`src/design/pll_clk_pkg.sv`:
```
/*
  package for the pll divider and base clock select block: register offsets,
  field positions, reset values and shared types.
  assumes an 8-bit register port; registers sit at their own index addresses.
*/
package pll_clk_pkg;

  // register indices on the plain register port
  localparam logic [2:0] ADDR_CONTROL   = 3'h0;
  localparam logic [2:0] ADDR_BANDWIDTH = 3'h1;
  localparam logic [2:0] ADDR_MULT_HIGH = 3'h2;
  localparam logic [2:0] ADDR_MULT_LOW  = 3'h3;
  localparam logic [2:0] ADDR_RANGE     = 3'h4;
  localparam logic [2:0] ADDR_REF_DIV   = 3'h5;
  localparam logic [2:0] ADDR_STATUS    = 3'h6;

  // control register field positions
  localparam int CTL_VPR_LSB = 0;
  localparam int CTL_PRE_LSB = 2;
  localparam int CTL_BCS_BIT = 4;
  localparam int CTL_PON_BIT = 5;
  // bandwidth register field positions
  localparam int BW_ACQ_BIT  = 6;
  localparam int BW_AUTO_BIT = 7;

  // reset values
  localparam logic [1:0]  RST_PRESCALE  = 2'h0;
  localparam logic [1:0]  RST_RANGE_EXP = 2'h0;
  localparam logic        RST_PLL_ON    = 1'b1;
  localparam logic        RST_BCS       = 1'b0;
  localparam logic        RST_AUTO      = 1'b0;
  localparam logic        RST_ACQ       = 1'b0;
  localparam logic [3:0]  RST_MULT_HIGH = 4'h0;
  localparam logic [7:0]  RST_MULT_LOW  = 8'h40;
  localparam logic [7:0]  RST_RANGE     = 8'h40;
  localparam logic [3:0]  RST_REF_DIV   = 4'h1;

  // synchroniser depth per clock during a switch
  localparam int SYNC_STAGES = 3;
  // nominal range step in hertz, center = l * 2**e * step
  localparam int NOM_STEP_HZ = 38400;

  // settings seen by the pll dividers
  typedef struct packed {
    logic [1:0]  prescale_exp;
    logic [1:0]  range_exp;
    logic [11:0] feedback_mult;
    logic [7:0]  linear_range;
    logic [3:0]  ref_div;
    logic        pll_enable;
  } pll_cfg_t;

endpackage

```
`src/design/glitch_free_mux.sv`:
```
/*
  glitch-free two-source clock switch, one synchroniser chain per source.
  assumes both source clocks are sampled here as data by the system clock.
*/
`timescale 1ns/10ps
module glitch_free_mux (
  input  wire logic clock_i,
  input  wire logic sys_rst_i,
  input  wire logic sel_vco_i,
  input  wire logic crystal_clock_i,
  input  wire logic vco_clock_i,
  output logic      mux_clk_o,
  output logic      busy_o
);
  logic [1:0] src_s1_q;
  logic [1:0] src_s2_q;
  logic [1:0] src_prev_q;
  logic [1:0] src_fall;
  logic [1:0] en_q;
  logic [1:0] want;
  logic [1:0] cnt_q [2];
  logic       out_q;

  assign want = {sel_vco_i, ~sel_vco_i};

  // per-source falling edge detect and enable sequencer
  for (genvar g = 0; g < 2; g++) begin : g_src
    always_ff @(posedge clock_i) begin
      if (sys_rst_i) begin
        src_s1_q[g]   <= 1'b0;
        src_s2_q[g]   <= 1'b0;
        src_prev_q[g] <= 1'b0;
      end else begin
        src_s1_q[g]   <= (g == 0) ? crystal_clock_i : vco_clock_i;
        src_s2_q[g]   <= src_s1_q[g];
        src_prev_q[g] <= src_s2_q[g];
      end
    end
    assign src_fall[g] = src_prev_q[g] & ~src_s2_q[g];

    always_ff @(posedge clock_i) begin
      if (sys_rst_i) begin
        en_q[g]  <= (g == 0);
        cnt_q[g] <= 2'h0;
      end else if (want[g] != en_q[g]) begin
        if (want[g] && en_q[1-g]) begin
          cnt_q[g] <= 2'h0;
        end else if (src_fall[g]) begin
          if (cnt_q[g] == 2'(pll_clk_pkg::SYNC_STAGES - 1)) begin
            en_q[g]  <= want[g];
            cnt_q[g] <= 2'h0;
          end else begin
            cnt_q[g] <= cnt_q[g] + 2'h1;
          end
        end
      end else begin
        cnt_q[g] <= 2'h0;
      end
    end
  end

  // output holds its level while neither source is enabled
  always_ff @(posedge clock_i) begin
    if (sys_rst_i) begin
      out_q <= 1'b0;
    end else if (en_q[0]) begin
      out_q <= src_s2_q[0];
    end else if (en_q[1]) begin
      out_q <= src_s2_q[1];
    end
  end

  assign mux_clk_o = out_q;
  assign busy_o    = (en_q != want);
endmodule // glitch_free_mux

```
`src/design/pll_clock_ctrl.sv`:
```
/*
  pll divider programming and base clock selection for the clock generator.
  assumes crystal and vco clocks arrive as slow level signals sampled on
  clock_i, and that software uses the plain register port.
*/
`timescale 1ns/10ps
module pll_clock_ctrl (
  input  wire logic               clock_i,
  input  wire logic               sys_rst_i,
  input  wire logic [2:0]         reg_addr_i,
  input  wire logic [7:0]         reg_wdata_i,
  input  wire logic               reg_write_i,
  input  wire logic               reg_read_i,
  output logic      [7:0]         reg_rdata_o,
  input  wire logic               crystal_clock_i,
  input  wire logic               vco_clock_i,
  input  wire logic               pll_lock_i,
  output pll_clk_pkg::pll_cfg_t   pll_cfg_o,
  output logic                    filter_track_o,
  output logic                    lock_indicator_o,
  output logic                    irq_allowed_o,
  output logic                    base_clock_out_o
);
  logic [1:0]  prescale_q;
  logic [1:0]  range_exp_q;
  logic        base_clock_select_q;
  logic        pll_power_on_q;
  logic        auto_q;
  logic        acq_q;
  logic [3:0]  mult_high_q;
  logic [7:0]  mult_low_q;
  logic [7:0]  range_q;
  logic [3:0]  ref_div_q;
  logic [7:0]  rdata_q;
  logic        lock_s1_q;
  logic        lock_s2_q;
  logic        mux_clk;
  logic        switch_busy;
  logic        base_clock_out_q;
  logic        wr_ctl;
  logic        range_zero;
  logic [11:0] n_raw;
  pll_clk_pkg::pll_cfg_t cfg_d;
  pll_clk_pkg::pll_cfg_t cfg_q;

  assign wr_ctl     = reg_write_i && (reg_addr_i == pll_clk_pkg::ADDR_CONTROL);
  assign range_zero = (range_q == 8'h00);

  // control register: power and select interlocks
  always_ff @(posedge clock_i) begin
    if (sys_rst_i) begin
      pll_power_on_q      <= pll_clk_pkg::RST_PLL_ON;
      base_clock_select_q <= pll_clk_pkg::RST_BCS;
    end else begin
      if (range_zero) begin
        base_clock_select_q <= 1'b0;
      end else if (wr_ctl) begin
        if (reg_wdata_i[pll_clk_pkg::CTL_BCS_BIT]) begin
          if (pll_power_on_q) begin
            base_clock_select_q <= 1'b1;
          end
        end else begin
          base_clock_select_q <= 1'b0;
        end
      end
      if (wr_ctl) begin
        if (reg_wdata_i[pll_clk_pkg::CTL_PON_BIT] || !base_clock_select_q) begin
          pll_power_on_q <= reg_wdata_i[pll_clk_pkg::CTL_PON_BIT];
        end
      end
    end
  end

  always_ff @(posedge clock_i) begin
    if (sys_rst_i) begin
      prescale_q  <= pll_clk_pkg::RST_PRESCALE;
      range_exp_q <= pll_clk_pkg::RST_RANGE_EXP;
    end else if (wr_ctl && !pll_power_on_q) begin
      prescale_q  <= reg_wdata_i[pll_clk_pkg::CTL_PRE_LSB +: 2];
      range_exp_q <= reg_wdata_i[pll_clk_pkg::CTL_VPR_LSB +: 2];
    end
  end

  // bandwidth mode register
  always_ff @(posedge clock_i) begin
    if (sys_rst_i) begin
      auto_q <= pll_clk_pkg::RST_AUTO;
      acq_q  <= pll_clk_pkg::RST_ACQ;
    end else if (reg_write_i && (reg_addr_i == pll_clk_pkg::ADDR_BANDWIDTH)) begin
      auto_q <= reg_wdata_i[pll_clk_pkg::BW_AUTO_BIT];
      acq_q  <= reg_wdata_i[pll_clk_pkg::BW_ACQ_BIT];
    end
  end

  always_ff @(posedge clock_i) begin
    if (sys_rst_i) begin
      mult_high_q <= pll_clk_pkg::RST_MULT_HIGH;
      mult_low_q  <= pll_clk_pkg::RST_MULT_LOW;
      range_q     <= pll_clk_pkg::RST_RANGE;
      ref_div_q   <= pll_clk_pkg::RST_REF_DIV;
    end else if (reg_write_i) begin
      case (reg_addr_i)
        pll_clk_pkg::ADDR_MULT_HIGH: mult_high_q <= reg_wdata_i[3:0];
        pll_clk_pkg::ADDR_MULT_LOW:  mult_low_q  <= reg_wdata_i;
        pll_clk_pkg::ADDR_RANGE:     range_q     <= reg_wdata_i;
        pll_clk_pkg::ADDR_REF_DIV:   ref_div_q   <= reg_wdata_i[3:0];
        default: ;
      endcase
    end
  end

  // lock pin from the analog side is asynchronous
  always_ff @(posedge clock_i) begin
    if (sys_rst_i) begin
      lock_s1_q <= 1'b0;
      lock_s2_q <= 1'b0;
    end else begin
      lock_s1_q <= pll_lock_i;
      lock_s2_q <= lock_s2_q ^ (lock_s1_q ^ lock_s2_q);
    end
  end

  // settings handed to the dividers
  assign n_raw = {mult_high_q, mult_low_q};
  always_comb begin
    cfg_d = '0;
    // dividers set vco = ref * 2^p * n / r
    cfg_d.prescale_exp  = prescale_q;
    cfg_d.range_exp     = range_exp_q;
    cfg_d.linear_range  = range_q;
    cfg_d.feedback_mult = (n_raw == 12'h000) ? 12'h001 : n_raw;
    cfg_d.ref_div       = (ref_div_q == 4'h0) ? 4'h1 : ref_div_q;
    cfg_d.pll_enable    = pll_power_on_q && !range_zero;
  end

  always_ff @(posedge clock_i) begin
    if (sys_rst_i) begin
      cfg_q <= '0;
    end else begin
      cfg_q <= cfg_d;
    end
  end

  glitch_free_mux u_switch (
    .clock_i         (clock_i),
    .sys_rst_i       (sys_rst_i),
    .sel_vco_i       (base_clock_select_q),
    .crystal_clock_i (crystal_clock_i),
    .vco_clock_i     (vco_clock_i),
    .mux_clk_o       (mux_clk),
    .busy_o          (switch_busy)
  );

  // divide by two on rising edge of switch output
  logic mux_prev_q;
  always_ff @(posedge clock_i) begin
    if (sys_rst_i) begin
      mux_prev_q       <= 1'b0;
      base_clock_out_q <= 1'b0;
    end else begin
      mux_prev_q <= mux_clk;
      if (mux_clk && !mux_prev_q) begin
        base_clock_out_q <= ~base_clock_out_q;
      end
    end
  end

  // read data one cycle after the strobe
  always_ff @(posedge clock_i) begin
    if (sys_rst_i) begin
      rdata_q <= 8'h00;
    end else if (reg_read_i) begin
      case (reg_addr_i)
        pll_clk_pkg::ADDR_CONTROL:   rdata_q <= {2'h0, pll_power_on_q, base_clock_select_q,
                                                 prescale_q, range_exp_q};
        // lock reads clear in manual mode
        pll_clk_pkg::ADDR_BANDWIDTH: rdata_q <= {auto_q, acq_q, lock_s2_q && auto_q, 5'h00};
        pll_clk_pkg::ADDR_MULT_HIGH: rdata_q <= {4'h0, mult_high_q};
        pll_clk_pkg::ADDR_MULT_LOW:  rdata_q <= mult_low_q;
        pll_clk_pkg::ADDR_RANGE:     rdata_q <= range_q;
        pll_clk_pkg::ADDR_REF_DIV:   rdata_q <= {4'h0, ref_div_q};
        pll_clk_pkg::ADDR_STATUS:    rdata_q <= {7'h00, switch_busy};
        default:                     rdata_q <= 8'h00;
      endcase
    end else begin
      rdata_q <= 8'h00;
    end
  end

  assign reg_rdata_o      = rdata_q;
  assign pll_cfg_o        = cfg_q;
  // manual mode: acq bit steers filter; auto: tracking follows lock
  assign filter_track_o   = auto_q ? lock_s2_q : acq_q;
  // manual mode gates lock and interrupts
  assign lock_indicator_o = auto_q && lock_s2_q;
  assign irq_allowed_o    = auto_q;
  assign base_clock_out_o = base_clock_out_q;
endmodule // pll_clock_ctrl

```
`config.mk`:
```
export PLATFORM = sky130hd
export DESIGN_NAME = pll_clock_ctrl
export DESIGN_NICKNAME = d
export VERILOG_FILES = /design/src/design/pll_clk_pkg.sv /design/src/design/glitch_free_mux.sv /design/src/design/pll_clock_ctrl.sv
export SDC_FILE = /design/constraint.sdc
export NUM_CORES = 1
export LEC_CHECK = 0
export BUFFER_PORTS_ARGS = -buffer_cell sky130_fd_sc_hd__buf_4
export CAP_MARGIN = 20
export CORE_MARGIN = 1
export CORE_UTILIZATION = 59
export DETAILED_ROUTE_END_ITERATION = 10
export GPL_ROUTABILITY_DRIVEN = 0
export PLACE_DENSITY = 0.89
export SLEW_MARGIN = 25
export SYNTH_ARGS = -nofsm -noshare
export SYNTH_HDL_FRONTEND = slang
export SYNTH_SLANG_ARGS = --single-unit
```
`constraint.sdc`:
```
create_clock -name clock_i -period 2.5 [get_ports clock_i]
set_input_delay 0.125 -clock clock_i [delete_from_list [all_inputs] [get_ports clock_i]]
set_output_delay 0.125 -clock clock_i [all_outputs]
set_load 0.02 [all_outputs]
```
==> results by group <==
Placed design
  – Area after DPL: 3730 µm²
  – Post-DP HPWL: 4890 µm
  – IO Port Bufs: 58
  – Placed instance count: 435

Timing
  – Slew headroom: 54.1%
  – # setup viols final: 0
  – Slew @ Worst Pin: 688 ps
  – Fmax: just under 600 MHz
  – Final-report hold violation count: 0
  – Final Critical Period: roughly 1700 ps
  – Final Max Tran Viols: 0
  – Period utilization: 67.9%
  – RSZ-0062 raised after global routing: no
  – Final TNS setup: 0 ps
  – Fin Clk Skew: 8.88 ps

Detailed routing
  – Routed len/inst: 16.0 µm
  – WL met1: 3140 µm
  – Routed WL: 7280 µm
  – Post-DRT Antenna Nets: 0
  – Routed vias/inst: 5.61
  – Drt initial violations: 256
  – Drt first pass iters: 4
  – DRC: 0
  – Top layer used by detailed routing: met4
  – Metal2 WL: 3490 µm
  – Vias: 2,554
  – Metal3 WL: 473 µm

Worst setup path
  – Max FO, Critical Path: 7
  – CP startpoint kind: register
  – CP required: 2730 ps
  – Setup CP Type: reg2reg
  – Worst r2r src: base_clock_select_q
  – WP data arrival: 1920 ps
  – Crit path launch: base_clock_select_q
  – CP Capture Type: register

Final layout
  – Finished Cell Area: 3980 µm²
  – Area delta synth->final: 19.6%
  – Layout cells sized above 1: 22.6%
  – Footprint of the multi-input gates: approximately 1400 µm²
  – Non-filler cells, final: 455
  – FF+latch area: 1760 µm²
  – Commonest cells after routing, fill and taps aside: dfxtp_1 (82), buf_4 (58), nor2b_1 (36)
  – Ant diodes: 0
  – Fill cell count: 370
  – Final design utilization: about three quarters
  – Commonest non-fill, non-tap cell in the layout: dfxtp_1
  – Layout Nets: 402

Yosys
  – Synth Area in Compound Gates: 8.08%
  – Post-synthesis sequential area ratio: 52.9%
  – Mean Syn Cell Area: 10.2 µm²
  – Synth Instances: 327
  – Main synth FF type: dfxtp_1
  – Number of flops mapped to enable cells by yosys: 4
  – Main combinational cell family by area after synthesis: simple AND/OR/NAND/NOR gates
  – Mapped Nets: 349
  – Synth Area in Adders: 1.50%
  – Synthesis warning total: 0
  – Synth Area in XOR/XNOR: less than 1%
  – Post-Synth Simple-Gate Area: 24.7%
  – Netlist Area Pre-Place: 3330 µm²
  – Seq cells post-synth: 86
  – Cell variety after synth: 48
  – Mux cell area share after synthesis: under 10%
  – Ys async rst share: 0%

Floorplan
  – Core area: roughly 5300 µm²
  – Io pins: 59
  – Initial Utilization: a little over three fifths
  – Die width: 77.1 µm
  – Die H: roughly 77 µm
  – Number of cell rows: 26
  – Die area: between 5000 and 6000 µm²

CTS
  – Total CTS buffers: 9
  – Root Driver: clkbuf_8
  – Latest clock arrival within the worst-skew pair: about 360 ps
  – CTS Buffer Depth: 2
  – Clock-pin slew on the worst setup and hold paths: 80 ps
  – CTS tree: done
  – Post-cts sizing count: 0
  – Htree depth: 3
  – Clock tree sinks: 86

Global route
  – Remaining Overflow, GRT: 0
  – Initial antenna violation count: 0
  – Global-route wire length before repair: 11,900 µm
  – GRT Total Usage: 26.2%
  – Number of global-route vias before repair: 2,444
  – Largest net degree at the start of global routing: 72

Hold path
  – Min-delay src: reg_wdata_i[6]
  – Hold crit path type: in2reg

Run status
  – Status: complete, no violations

Flow run
  – MaxCap Viol Count: 0

Power
  – Maximum vdd drop: 0.431 mV
  – Pwr/cell area: 666 nW/µm²
  – LEAKAGE: 0.00163 µW
## power breakdown
part	switching [µW]	leakage [µW]	internal [µW]
Sequential	20.1	0.000714	1410
Combinational	109	0.000812	78.2
Clock	483	0.000104	555
## metal layers
metal,up-vias,global-route usage [%]
met1,1201,32.8
met3,15,6.43
li1,1230,-
met4,0,16.2
met2,108,40.4
met5,-,0
## critical path, cell delays in order (launching register included)
cell	delay, ps
dfxtp_1	440
inv_1	80
ha_1	330
nor3_1	250
or3b_1	390
nor2_1	90
## through the flow
stage               worst slack [ps]  hold WS, ps  total power [µW]
floorplan                        963          238              1580
finish                           803         20.5              2650
global placement                 910          336              1630
CTS                              835         12.8              2660
detailed placement               855          344              1640
global route                     650         14.8              2740
## cell usage after synthesis (6+ instances only)
cell / n / area, µm²
a21oi_1: 20 / 100
buf_2: 6 / 30.0
dfxtp_1: 82 / 1640
inv_1: 7 / 26.3
mux2i_1: 18 / 180
nand2_1: 22 / 82.6
nand3_1: 14 / 70.1
nor2_1: 31 / 116
nor2b_1: 36 / 225
o21ai_1: 6 / 30.0
or3b_1: 7 / 61.3
## what timing repair did
action	in CTS	in global routing
endpoints found under the hold margin	4	0
setup buffers	0	0
hold buffers	4	0
## registers in the layout, summed over array words and instances, names as in the netlist, 2 cells and up
signal / flops
range_q: 8
pll_cfg_o: 29
u_switch.src_s1_q: 2
u_switch.en_q: 2
reg_rdata_o: 8
mult_high_q: 4
range_exp_q: 2
prescale_q: 2
u_switch.src_prev_q: 2
ref_div_q: 4
mult_low_q: 8
u_switch.src_s2_q: 2
u_switch.cnt_q: 4
## cell families (layout without fill, tap and decap cells)
kind of cell | Yosys count | after routing
AND/OR/NAND/NOR | 139 | 139
flip-flops | 86 | 86
AO/OA/AOI/OAI | 44 | 44
buffers and inverters | 27 | 85
multiplexers | 26 | 26
adder cells (fa/ha/maj) | 4 | 4
XOR/XNOR | 1 | 1
## cell type report
| class | count | area share [%] |
|---|---|---|
| sequential | 86 | 44.2 |
| multi-input combinational | 214 | 35.6 |
| inverter | 7 | 0.660 |
| tap | 70 | 2.20 |
| timing repair buffer | 62 | 11.9 |
| clock buffer | 9 | 3.11 |
| clock inverter | 7 | 2.23 |
## path summary, 6_finish.rpt
check        slack, ps  cells after the start              endpoint
min reg2reg        450                      1  u_switch.src_s2_q[0]
max                800                      5  u_switch.cnt_q[1][0]
min                 20                      3         mult_low_q[6]
max reg2reg        800                      5  u_switch.cnt_q[1][0]
Power figures use the tool's default switching activity.
